File: src/inc/nvmwc_pkg.sv
// package: constants for the data nonvolatile memory write controller
package nvmwc_pkg;
  // sector 0 special function addresses (block-local choice of offsets)
  localparam logic [7:0] ADDR_OFS = 8'h1a;
  localparam logic [7:0] DATA_OFS = 8'h1b;
  localparam logic [7:0] PTR1L_OFS = 8'h01;
  localparam logic [7:0] PTR1H_OFS = 8'h02;
  localparam logic [7:0] PTR2L_OFS = 8'h03;
  localparam logic [7:0] PTR2H_OFS = 8'h04;
  localparam logic [7:0] IND1_OFS = 8'h00;
  localparam logic [7:0] IND2_OFS = 8'h05;
  // control register sits in sector 1 at this pointer value
  localparam logic [7:0] CTRL_LOW = 8'h40;
  localparam logic [7:0] CTRL_HIGH = 8'h01;
  // control bit positions
  localparam int PROG_UNLOCK_BIT = 3;
  localparam int PROG_TRIG_BIT = 2;
  localparam int FETCH_UNLOCK_BIT = 1;
  localparam int FETCH_TRIG_BIT = 0;
  // reset values
  localparam logic [7:0] ZERO_RST = 8'h00;
  // default write cycle time of the internal timer, in timer ticks
  localparam int WRITE_TICKS = 8;
  localparam int READ_CYCLES = 2;
  // state machine
  typedef enum logic [1:0] {
    NVMWC_IDLE = 2'b00,
    NVMWC_READ = 2'b01,
    NVMWC_WRITE = 2'b10
  } nvmwc_state_t;
endpackage : nvmwc_pkg

File: src/verilog/nvmwc_timer_sync.sv
// module: event synchroniser for the asynchronous write timer tick
`timescale 1ns/1ps
module nvmwc_timer_sync (
  input wire logic clk, // system clock
  input wire logic nrst, // async reset, active low
  input wire logic tickLevel, // toggling level from the write timer oscillator
  output logic tickPulse // one-cycle pulse per timer edge
);
  logic syncA_reg;
  logic syncB_reg;
  logic syncC_reg;

  // two-flop synchroniser then edge detect on the settled stages only
  always_ff @(posedge clk or negedge nrst) begin
    if (!nrst) begin
      syncA_reg <= 1'b0;
      syncB_reg <= 1'b0;
      syncC_reg <= 1'b0;
    end else begin
      syncA_reg <= tickLevel;
      syncB_reg <= syncA_reg;
      syncC_reg <= syncB_reg;
    end
  end

  assign tickPulse = syncB_reg ^ syncC_reg;
endmodule : nvmwc_timer_sync

File: src/verilog/nvmwc_ctrl.sv
// module: data nonvolatile memory access controller with write timer
`timescale 1ns/1ps
// Functional notes
// - trigger ignored unless unlock already set
// - write timed by asynchronous internal timer
// - hardware clears write trigger at completion
// - power-on clears write unlock
// - power-on zeroes both pointer high bytes
// - control reached only indirectly at 01H:40H
// - bits: unlock3 trigger2 readunlock1 readtrigger0
// - write completion sets interrupt flag, a write lost to halt does not
// - vector needs both enables, stack not full
// - servicing clears interrupt flag
// - halting mid-operation aborts the operation
// - six-bit address, upper bits read zero
// - read end clears trigger, data held
module nvmwc_ctrl #(
  parameter int DEPTH = 64, // storage bytes
  parameter int WRITE_TICKS = nvmwc_pkg::WRITE_TICKS // timer ticks per write
) (
  input wire logic clk, // system clock, 100 MHz
  input wire logic nrst, // power-on reset, async, active low
  input wire logic sfrWe, // special function write strobe
  input wire logic sfrRe, // special function read strobe
  input wire logic [7:0] sfrAddr, // special function address, sector 0
  input wire logic [7:0] sfrWdata, // write data
  output logic [7:0] sfrRdata, // read data, combinational mux
  input wire logic timerTick, // free-running write timer level, async
  input wire logic globalIrqEnable, // global_irq_enable from the core
  input wire logic nvmIrqEnable, // nvm_irq_enable from the core
  input wire logic stackFull, // return stack full
  input wire logic irqServiced, // pulse: this vector taken
  input wire logic haltActive, // core in idle or sleep
  output logic irqRequest, // vector request to the core
  output logic nvmIrqFlag, // nvm_irq_flag state
  output logic writeAborted // pulse: operation lost to halt
);
  localparam int AW = $clog2(DEPTH);
  localparam int TW = $clog2(WRITE_TICKS + 1);

  initial begin
    if (DEPTH != 64) $error("nvmwc_ctrl: address register is six bits wide");
    if (WRITE_TICKS < 1) $error("nvmwc_ctrl: write time must be at least one tick");
    if (nvmwc_pkg::READ_CYCLES < 1 || nvmwc_pkg::READ_CYCLES > 4) begin
      $error("nvmwc_ctrl: read time must fit the two-bit counter");
    end
  end

  logic [7:0] mem [DEPTH];
  logic [AW-1:0] nvmAddress_reg;
  logic [7:0] nvmData_reg;
  logic [7:0] ptrOneLow_reg;
  logic [7:0] ptrOneHigh_reg;
  logic [7:0] ptrTwoLow_reg;
  logic [7:0] ptrTwoHigh_reg;
  logic programUnlock_reg;
  logic programTrig_reg;
  logic fetchUnlock_reg;
  logic fetchTrig_reg;
  logic nvmIrqFlag_reg;
  logic abort_reg;
  logic [TW-1:0] tickCount_reg;
  logic [1:0] readCount_reg;
  nvmwc_pkg::nvmwc_state_t state_reg;
  logic tickPulse;
  logic ctrlWe;
  logic ctrlHit1;
  logic ctrlHit2;
  logic writeStart;
  logic readStart;
  logic writeDone;
  logic readDone;
  logic writeEnd;
  logic readEnd;
  logic [7:0] ctrlView;

  // true when the pointer pair selects the control register in sector 1
  function automatic logic ptr_hits_ctrl(input logic [7:0] lo, input logic [7:0] hi);
    ptr_hits_ctrl = (lo == nvmwc_pkg::CTRL_LOW) && (hi == nvmwc_pkg::CTRL_HIGH);
  endfunction : ptr_hits_ctrl

  nvmwc_timer_sync u_sync (
    .clk(clk),
    .nrst(nrst),
    .tickLevel(timerTick),
    .tickPulse(tickPulse)
  );

  // control register is only reachable through an indirect port
  assign ctrlHit1 = ptr_hits_ctrl(ptrOneLow_reg, ptrOneHigh_reg);
  assign ctrlHit2 = ptr_hits_ctrl(ptrTwoLow_reg, ptrTwoHigh_reg);
  assign ctrlWe = sfrWe && (((sfrAddr == nvmwc_pkg::IND1_OFS) && ctrlHit1) ||
                            ((sfrAddr == nvmwc_pkg::IND2_OFS) && ctrlHit2));

  // a trigger counts only if unlock was already set before this write
  assign writeStart = ctrlWe && sfrWdata[nvmwc_pkg::PROG_TRIG_BIT] && programUnlock_reg &&
                      !sfrWdata[nvmwc_pkg::FETCH_TRIG_BIT] &&
                      (state_reg == nvmwc_pkg::NVMWC_IDLE) && !haltActive;
  assign readStart = ctrlWe && sfrWdata[nvmwc_pkg::FETCH_TRIG_BIT] && fetchUnlock_reg &&
                     !sfrWdata[nvmwc_pkg::PROG_TRIG_BIT] &&
                     (state_reg == nvmwc_pkg::NVMWC_IDLE) && !haltActive;
  assign writeDone = (state_reg == nvmwc_pkg::NVMWC_WRITE) && tickPulse &&
                     (tickCount_reg == TW'(WRITE_TICKS - 1)) && !haltActive;
  assign readDone = (state_reg == nvmwc_pkg::NVMWC_READ) &&
                    (readCount_reg == 2'(nvmwc_pkg::READ_CYCLES - 1)) && !haltActive;

  // an access ends on completion or is cut short by a halt
  assign writeEnd = (state_reg == nvmwc_pkg::NVMWC_WRITE) &&
                    (writeDone || haltActive);
  assign readEnd = (state_reg == nvmwc_pkg::NVMWC_READ) &&
                   (readDone || haltActive);

  // sequencer: idle, timed write, short read
  always_ff @(posedge clk or negedge nrst) begin
    if (!nrst) begin
      state_reg <= nvmwc_pkg::NVMWC_IDLE;
      tickCount_reg <= '0;
      readCount_reg <= '0;
    end else begin
      case (state_reg)
        nvmwc_pkg::NVMWC_IDLE: begin
          tickCount_reg <= '0;
          readCount_reg <= '0;
          if (writeStart) begin
            state_reg <= nvmwc_pkg::NVMWC_WRITE;
          end else if (readStart) begin
            state_reg <= nvmwc_pkg::NVMWC_READ;
          end
        end
        nvmwc_pkg::NVMWC_WRITE: begin
          // halting loses the write, the cell is left untouched
          if (haltActive || writeDone) begin
            state_reg <= nvmwc_pkg::NVMWC_IDLE;
          end else if (tickPulse) begin
            tickCount_reg <= tickCount_reg + TW'(1);
          end
        end
        nvmwc_pkg::NVMWC_READ: begin
          if (haltActive || readDone) begin
            state_reg <= nvmwc_pkg::NVMWC_IDLE;
          end else begin
            readCount_reg <= readCount_reg + 2'd1;
          end
        end
        default: begin
          state_reg <= nvmwc_pkg::NVMWC_IDLE;
        end
      endcase
    end
  end

  // unlock bits follow every software write of the control register
  always_ff @(posedge clk or negedge nrst) begin
    if (!nrst) begin
      programUnlock_reg <= 1'b0;
      fetchUnlock_reg <= 1'b0;
    end else if (ctrlWe) begin
      programUnlock_reg <= sfrWdata[nvmwc_pkg::PROG_UNLOCK_BIT];
      fetchUnlock_reg <= sfrWdata[nvmwc_pkg::FETCH_UNLOCK_BIT];
    end
  end

  // write trigger mirrors a running write, so software cannot drop it while busy
  always_ff @(posedge clk or negedge nrst) begin
    if (!nrst) begin
      programTrig_reg <= 1'b0;
    end else if (writeStart) begin
      programTrig_reg <= 1'b1;
    end else if (writeEnd) begin
      programTrig_reg <= 1'b0;
    end
  end

  // read trigger drops in the cycle the fetched byte lands
  always_ff @(posedge clk or negedge nrst) begin
    if (!nrst) begin
      fetchTrig_reg <= 1'b0;
    end else if (readStart) begin
      fetchTrig_reg <= 1'b1;
    end else if (readEnd) begin
      fetchTrig_reg <= 1'b0;
    end
  end

  // memory pointers; both high bytes come up zero, keeping sector 1 out of reach
  always_ff @(posedge clk or negedge nrst) begin
    if (!nrst) begin
      ptrOneLow_reg <= nvmwc_pkg::ZERO_RST;
      ptrOneHigh_reg <= nvmwc_pkg::ZERO_RST;
      ptrTwoLow_reg <= nvmwc_pkg::ZERO_RST;
      ptrTwoHigh_reg <= nvmwc_pkg::ZERO_RST;
    end else if (sfrWe) begin
      if (sfrAddr == nvmwc_pkg::PTR1L_OFS) ptrOneLow_reg <= sfrWdata;
      if (sfrAddr == nvmwc_pkg::PTR1H_OFS) ptrOneHigh_reg <= sfrWdata;
      if (sfrAddr == nvmwc_pkg::PTR2L_OFS) ptrTwoLow_reg <= sfrWdata;
      if (sfrAddr == nvmwc_pkg::PTR2H_OFS) ptrTwoHigh_reg <= sfrWdata;
    end
  end

  // sector 0 registers; address and data frozen while an access runs
  always_ff @(posedge clk or negedge nrst) begin
    if (!nrst) begin
      nvmAddress_reg <= '0;
      nvmData_reg <= nvmwc_pkg::ZERO_RST;
    end else begin
      if (sfrWe && state_reg == nvmwc_pkg::NVMWC_IDLE) begin
        if (sfrAddr == nvmwc_pkg::ADDR_OFS) begin
          nvmAddress_reg <= sfrWdata[AW-1:0];
        end
        if (sfrAddr == nvmwc_pkg::DATA_OFS) begin
          nvmData_reg <= sfrWdata;
        end
      end
      // fetched byte stays until the next access
      if (readDone) begin
        nvmData_reg <= mem[nvmAddress_reg];
      end
    end
  end

  // storage array; no reset since its content is nonvolatile
  always_ff @(posedge clk) begin
    if (writeDone) begin
      mem[nvmAddress_reg] <= nvmData_reg;
    end
  end

  // completion flag; the set wins over a same-cycle service clear
  always_ff @(posedge clk or negedge nrst) begin
    if (!nrst) begin
      nvmIrqFlag_reg <= 1'b0;
    end else if (writeDone) begin
      nvmIrqFlag_reg <= 1'b1;
    end else if (irqServiced) begin
      nvmIrqFlag_reg <= 1'b0;
    end
  end

  // abort indication for a write or read lost to halt
  always_ff @(posedge clk or negedge nrst) begin
    if (!nrst) begin
      abort_reg <= 1'b0;
    end else begin
      abort_reg <= haltActive && (state_reg != nvmwc_pkg::NVMWC_IDLE);
    end
  end

  assign irqRequest = nvmIrqFlag_reg && globalIrqEnable && nvmIrqEnable && !stackFull;
  assign nvmIrqFlag = nvmIrqFlag_reg;
  assign writeAborted = abort_reg;

  // control view: upper four bits read as zero
  assign ctrlView = {4'h0, programUnlock_reg, programTrig_reg, fetchUnlock_reg, fetchTrig_reg};

  // read mux; unmapped addresses return zero
  always_comb begin
    sfrRdata = 8'h00;
    if (sfrRe) begin
      case (sfrAddr)
        nvmwc_pkg::ADDR_OFS: sfrRdata = {{(8-AW){1'b0}}, nvmAddress_reg};
        nvmwc_pkg::DATA_OFS: sfrRdata = nvmData_reg;
        nvmwc_pkg::PTR1L_OFS: sfrRdata = ptrOneLow_reg;
        nvmwc_pkg::PTR1H_OFS: sfrRdata = ptrOneHigh_reg;
        nvmwc_pkg::PTR2L_OFS: sfrRdata = ptrTwoLow_reg;
        nvmwc_pkg::PTR2H_OFS: sfrRdata = ptrTwoHigh_reg;
        nvmwc_pkg::IND1_OFS: sfrRdata = ctrlHit1 ? ctrlView : 8'h00;
        nvmwc_pkg::IND2_OFS: sfrRdata = ctrlHit2 ? ctrlView : 8'h00;
        default: sfrRdata = 8'h00;
      endcase
    end
  end
endmodule : nvmwc_ctrl

File: config.mk
export PLATFORM = sky130hd
export DESIGN_NAME = nvmwc_ctrl
export DESIGN_NICKNAME = d
export VERILOG_FILES = /design/src/inc/nvmwc_pkg.sv /design/src/verilog/nvmwc_timer_sync.sv /design/src/verilog/nvmwc_ctrl.sv
export SDC_FILE = /design/constraint.sdc
export NUM_CORES = 1
export LEC_CHECK = 0
export BUFFER_PORTS_ARGS = -buffer_cell sky130_fd_sc_hd__buf_2
export CELL_PAD_IN_SITES_DETAIL_PLACEMENT = 0
export CELL_PAD_IN_SITES_GLOBAL_PLACEMENT = 1
export CORE_UTILIZATION = 40
export CTS_CLUSTER_SIZE = 28
export DETAILED_ROUTE_END_ITERATION = 6
export PLACE_DENSITY_LB_ADDON = 0.1
export SLEW_MARGIN = 10
export SYNTH_ARGS = -nofsm -noshare
export SYNTH_HDL_FRONTEND = slang
export SYNTH_HIERARCHICAL = 1
export SYNTH_SLANG_ARGS = --single-unit
export TNS_END_PERCENT = 1
File: constraint.sdc
create_clock -name clk -period 4.21 [get_ports clk]
set_clock_uncertainty 0.1 [all_clocks]
set_input_delay 0 -clock clk [delete_from_list [all_inputs] [get_ports clk]]
set_output_delay 0 -clock clk [all_outputs]
set_load 0.02 [all_outputs]
==> out/metrics.cfg, run 1 <==
[run_status]
status = completed

[floorplanning]
start_util = 0.409
io_pins = 37
fp.dieW_um = 243
fp.coreArea_sq_um = 56800
rows = 87
die_y_um = 243
die_area_sq_um = 59000

[synth]
avgSynthCellArea_sq_um = 16.3
ys_async_sr_fraction = 0.110
ys_warn_count = 6
ys_seq_area_frac = 0.730
ys_ff_latch = 575
synth_top_area_cell = edfxtp_1
synth_cell_types = 67
synth_top_area_share = 0.662
synthFlopType = edfxtp_1
synthTopCellsByArea = edfxtp_1 66%, dfrtp_1 6.8%, mux2_2 5.3%, a221oi_1 2.6%, mux2i_1 2.4%
synth_nets = 1453
synth_edf_count = 512
synthesis.area_sq_um = 23200
syn_inst = 1425

[global_routing]
grt_pass1_vias = 13700
grt_overflow = 0
grt_pass1_wl_mm = 99.8
grt_start_max_net_pins = 55
antenna_found_initial = 0
grt_use_total = 0.233

[routing]
ant_nets = 0
drt_iter0_markers = 1334
wire_per_inst_um = 28.9
via_per_inst = 5.89
num_vias = 13900
wl_mm = 68.0
dr.pass1.iters = 7
drc = 0

[setup_path]
critical_path.max_fanout = 10
cpPeakStageDelay_ps = 590
arrival_ps = 3680
crit_path_start_kind = register
crit_chain = nor2b_1, nand4_1, nor2_1, nand3_1, buf_4, nor2_1
crit_slowest_cell = nand3_1
end_kind = register
path_class = reg2reg
cpMostUsedCell = nor2_1
worstPathRequired_ps = 4350

[placement]
dp_hpwl_mm = 42.7
place_congestion = 0.856
port_buffers = 36
post-place-ws_ps = 753
dp.cells = 2223

[cells_and_area]
final_common_cell = edfxtp_1
top_register = mem
fillers = 4962
instances_no_fill = 2354
largest_reg_flops = 512
drive_above_1_share = 0.232
finalNetCount = 1582
layout_common_cells = 512 x edfxtp_1, 109 x mux2_2, 103 x nor2_1
n_antenna_cell = 0
area_growth_pct = 15.6

[pwr]
ir_drop_mv = 0.301
cellPowerDensity_nw_per_um2 = 444
leakage_nw = 9.02
power_w = 0.0119

[cts]
cts_tree = built
clk_latency_ps = 620
root_buffer = clkbuf_16
clkTransAtPathRegs_ps = 60
cts_num_sinks = 575
clock_path_buffers = 3
post_cts_buffers = 0
htree_levels = 2
cts_buffers = 60

[min_path]
hold_class = in2reg

[timing]
fin_tns_setup_ps = 0
post-route-min-period_ps = 3530
clock.fmax_mhz = 283
slew_headroom = 0.167
hold_violations = 0
setup_viol = 0
fin_crit_sh = 0.840
worst_slack_ps = 675
rsz0062_at_grt = no
maxSlewViolCount = 0
hold_ws_ps = 170
tightest_slew_ps = 1250

[job]
cap_violations = 0

## cell type report
| cell class | count | area [sq um] | area share |
|---|---|---|---|
| clock buffers | 75 | 1580 | 0.0589 |
| clock inverters | 31 | 239 | 0.00891 |
| inverters | 7 | 26.3 | 0.000980 |
| multi-input cells | 752 | 5840 | 0.218 |
| flip-flops and latches | 575 | 17000 | 0.633 |
| well taps | 756 | 946 | 0.0353 |
| repair buffers | 158 | 1220 | 0.0455 |
## synth_stat cells (13+ instances only)
cell        n
a221oi_1   69
a21oi_1    36
nand3_1    25
o22ai_1    33
nand2_1    53
o21ai_0    36
edfxtp_1  512
mux2i_1    55
dfrtp_1    63
mux2_2    109
a221o_1    13
nor2_1    104
a22o_1     18
mux4_2     22
buf_2      35
a22oi_1    43
clkbuf_1   41
## routing by layer
| metal | vias up | routed length, um | track usage |
|---|---|---|---|
| met5 | - | 0 | 0 |
| met4 | 0 | 1380 | 0.0618 |
| met3 | 83 | 4560 | 0.0433 |
| met2 | 516 | 31900 | 0.364 |
| met1 | 7231 | 30200 | 0.336 |
| li1 | 6025 | - | - |
## worst max-delay path, delay by kind of cell (launching register included)
family                 cells  cell delay [ps]
DFF                        1              510
and+or+nand+nor            5             2170
buffers and inverters      1              370
## final timing paths
kind,from,end,slack [ps],cells past startpoint
setup / recovery,state_reg[1],mem[15][3],680,6
hold / removal,sfrWdata[4],nvmAddress_reg[4],170,3
setup reg to reg,state_reg[1],mem[15][3],680,6
hold reg to reg,u_sync/syncA_reg,u_sync/syncB_reg,250,0
max in group asynchronous,nrst,nvmAddress_reg[0],2240,4
min in group asynchronous,nrst,ptrTwoLow_reg[6],500,4
## power breakdown
| part | internal [W] | total (W) | switching (W) | leakage, nW |
|---|---|---|---|---|
| sequential | 0.00624 | 0.00632 | 0.0000810 | 5.64 |
| clock | 0.00287 | 0.00502 | 0.00215 | 0.891 |
| combinational | 0.000199 | 0.000568 | 0.000370 | 2.49 |
| total | 0.00931 | 0.0119 | 0.00260 | 9.02 |
## repair_timing
action | CTS | global route
hold buffers | 25 | 0
gates resized for setup | 0 | 0
hold endpoints to repair | 120 | 0
## cell families (layout without fill, tap and decap cells)
group / count (synthesis) / after routing / share of synthesized area
muxes: 186 / 186 / 0.0979
AOI/OAI and AO/OA: 306 / 306 / 0.0975
and+or+nand+nor: 257 / 257 / 0.0542
DFF: 575 / 575 / 0.730
adders and majority gates: 2 / 2 / 0.00108
xor gates and xnor gates: 1 / 1 / 0.000377
buffers and inverters: 98 / 271 / 0.0187
## stage by stage
stage                util  instance area [sq um]
finish              0.472                  26800
global route        0.472                  26800
CTS                 0.472                  26800
detailed placement  0.436                  24800
global placement    0.436                  24800
floorplan               -                  23200
(Power assumes the default switching activity.)
==> inputs of run 2 (changes only) <==
==> constraint.sdc (replaced) <==
create_clock -name clk -period 2.9 [get_ports clk]
set_clock_uncertainty 0.1 [all_clocks]
set_input_delay 0 -clock clk [delete_from_list [all_inputs] [get_ports clk]]
set_output_delay 0 -clock clk [all_outputs]
set_load 0.02 [all_outputs]
==> out/metrics.cfg, run 2 (same netlist as run 1, synthesis figures left out) <==
[global_routing]
antenna_found_initial = 2
grtUsageMet3 = 0.0462
grt_pass1_vias = 14400
grt_use_total = 0.241
grt_start_max_net_pins = 44
grt_pass1_wl_mm = 103
gr-usage-met2 = 0.366
grt_overflow = 0
busiest_layer = met2
met1_usage = 0.342

[cells_and_area]
final_common_cell = edfxtp_1
instances_no_fill = 2451
largest_reg_flops = 512
drive_above_1_share = 0.273
fillers = 4875
seq_area_sq_um = 17000
area_growth_pct = 19.8
design_area_sq_um = 27800
fin_util = 0.489
multiInputGateArea_sq_um = 5920
finalNetCount = 1672
top_register = mem
layout_common_cells = 512 x edfxtp_1, 168 x buf_4, 109 x mux2_2

[floorplanning]
die_y_um = 243
fp.coreArea_sq_um = 56800
fp.dieW_um = 243
start_util = 0.409
io_pins = 37
rows = 87
die_area_sq_um = 59000

[timing]
fin_tns_setup_ps = -3.78
fin_crit_sh = 1.00
slew_headroom = 0.431
post-route-min-period_ps = 2900
maxSlewViolCount = 0
rsz0062_at_grt = yes
clock.fmax_mhz = 344
tightest_slew_ps = 854
worst_slack_ps = -3.78
hold_violations = 0
setup_viol = 1

[placement]
dp.cells = 2309
post-place-ws_ps = -93.2
dp_hpwl_mm = 46.1
place_congestion = 0.855
post_dp_cell_area_sq_um = 25500
port_buffers = 36

[routing]
wire_per_inst_um = 29.0
ant_nets = 0
dr.pass1.iters = 7
num_vias = 14300
drc = 0
drt_iter0_markers = 1341
via_per_inst = 5.85
wl_mm = 71.0

[min_path]
min_from = haltActive
hold_class = in2reg
hold_end = state_reg[1]
hold_depth = 3

[cts]
root_buffer = clkbuf_16
htree_levels = 2
clkTransAtPathRegs_ps = 60
cts_buffers = 60
cts_num_sinks = 575
cts_tree = built
clock_path_buffers = 3
clk_latency_ps = 620
post_cts_buffers = 0

[setup_path]
worstPathRequired_ps = 3350
critical_path.max_fanout = 22
worst_r2r_path_depth = 7
crit_path_start_kind = register
arrival_ps = 3360
rrSetupSlack_ps = -4
end_kind = register
path_class = reg2reg
reg2reg_to = nvmData_reg[5]
r2r_start = nvmAddress_reg[1]

[pwr]
cellPowerDensity_nw_per_um2 = 636
ir_drop_mv = 0.600
leakage_nw = 9.58

[run_status]
violations = negative setup slack
status = complete, but fails checks

[job]
cap_violations = 0

==> run 2: final cells by class <==
| type | instances | share of cell area |
|---|---|---|
| Antenna cell | 1 | 0.0000900 |
| Clock buffer | 87 | 0.0588 |
| Clock inverter | 25 | 0.00963 |
| Inverter | 7 | 0.000945 |
| Multi-Input combinational cell | 752 | 0.213 |
| Sequential cell | 575 | 0.611 |
| Tap cell | 756 | 0.0340 |
| Timing Repair Buffer | 248 | 0.0732 |
==> run 2: critical path, cell delays in order (launching register included) <==
cell      delay, ps
dfrtp_4         620
buf_12          230
nand2b_1        330
buf_4           270
o22ai_1         280
nor3_1          110
o22ai_1         610
o32a_1          270
==> run 2: per-stage QoR <==
step                      power (W)  hold slack, ps
final                        0.0177             128
after global routing         0.0181             176
after CTS                    0.0178             103
after detailed placement     0.0102            11.0
after global placement       0.0102            11.9
after floorplan             0.00974            -396
==> run 2: what timing repair did <==
action / in CTS / in global routing
endpoints found under the hold margin: 85 / 0
pin swaps: 0 / 5
resized for setup: 5 / 9
setup endpoints to repair: 6 / 102
hold buffers: 29 / 0
==> run 2: worst max path at each step <==
stage,from,to,slack (ps),cells past startpoint
2_1_floorplan,nvmAddress_reg[1],mem[57][0],420,6
3_3_place_gp,nvmAddress_reg[0],nvmData_reg[7],-160,8
3_5_place_dp,nvmAddress_reg[2],nvmData_reg[5],-90,7
4_1_cts,ptrOneLow_reg[0],sfrRdata[3],10,7
5_1_grt,nvmAddress_reg[0],nvmData_reg[5],-20,9
6_report,nvmAddress_reg[1],nvmData_reg[5],-4,7
==> run 2: layer usage <==
layer,vias to the layer above,share of wire
met1,7449,0.44
met3,135,0.067
li1,6201,-
met4,4,0.035
met2,545,0.45
met5,-,0.0013
==> run 2: report_power, final <==
| group | internal [W] | switching, W | total (W) | leakage, nW |
|---|---|---|---|---|
| combinational | 0.000361 | 0.000582 | 0.000943 | 3.03 |
| clock | 0.00442 | 0.00314 | 0.00756 | 0.920 |
| sequential | 0.00906 | 0.000110 | 0.00917 | 5.64 |
| total | 0.0138 | 0.00384 | 0.0177 | 9.58 |
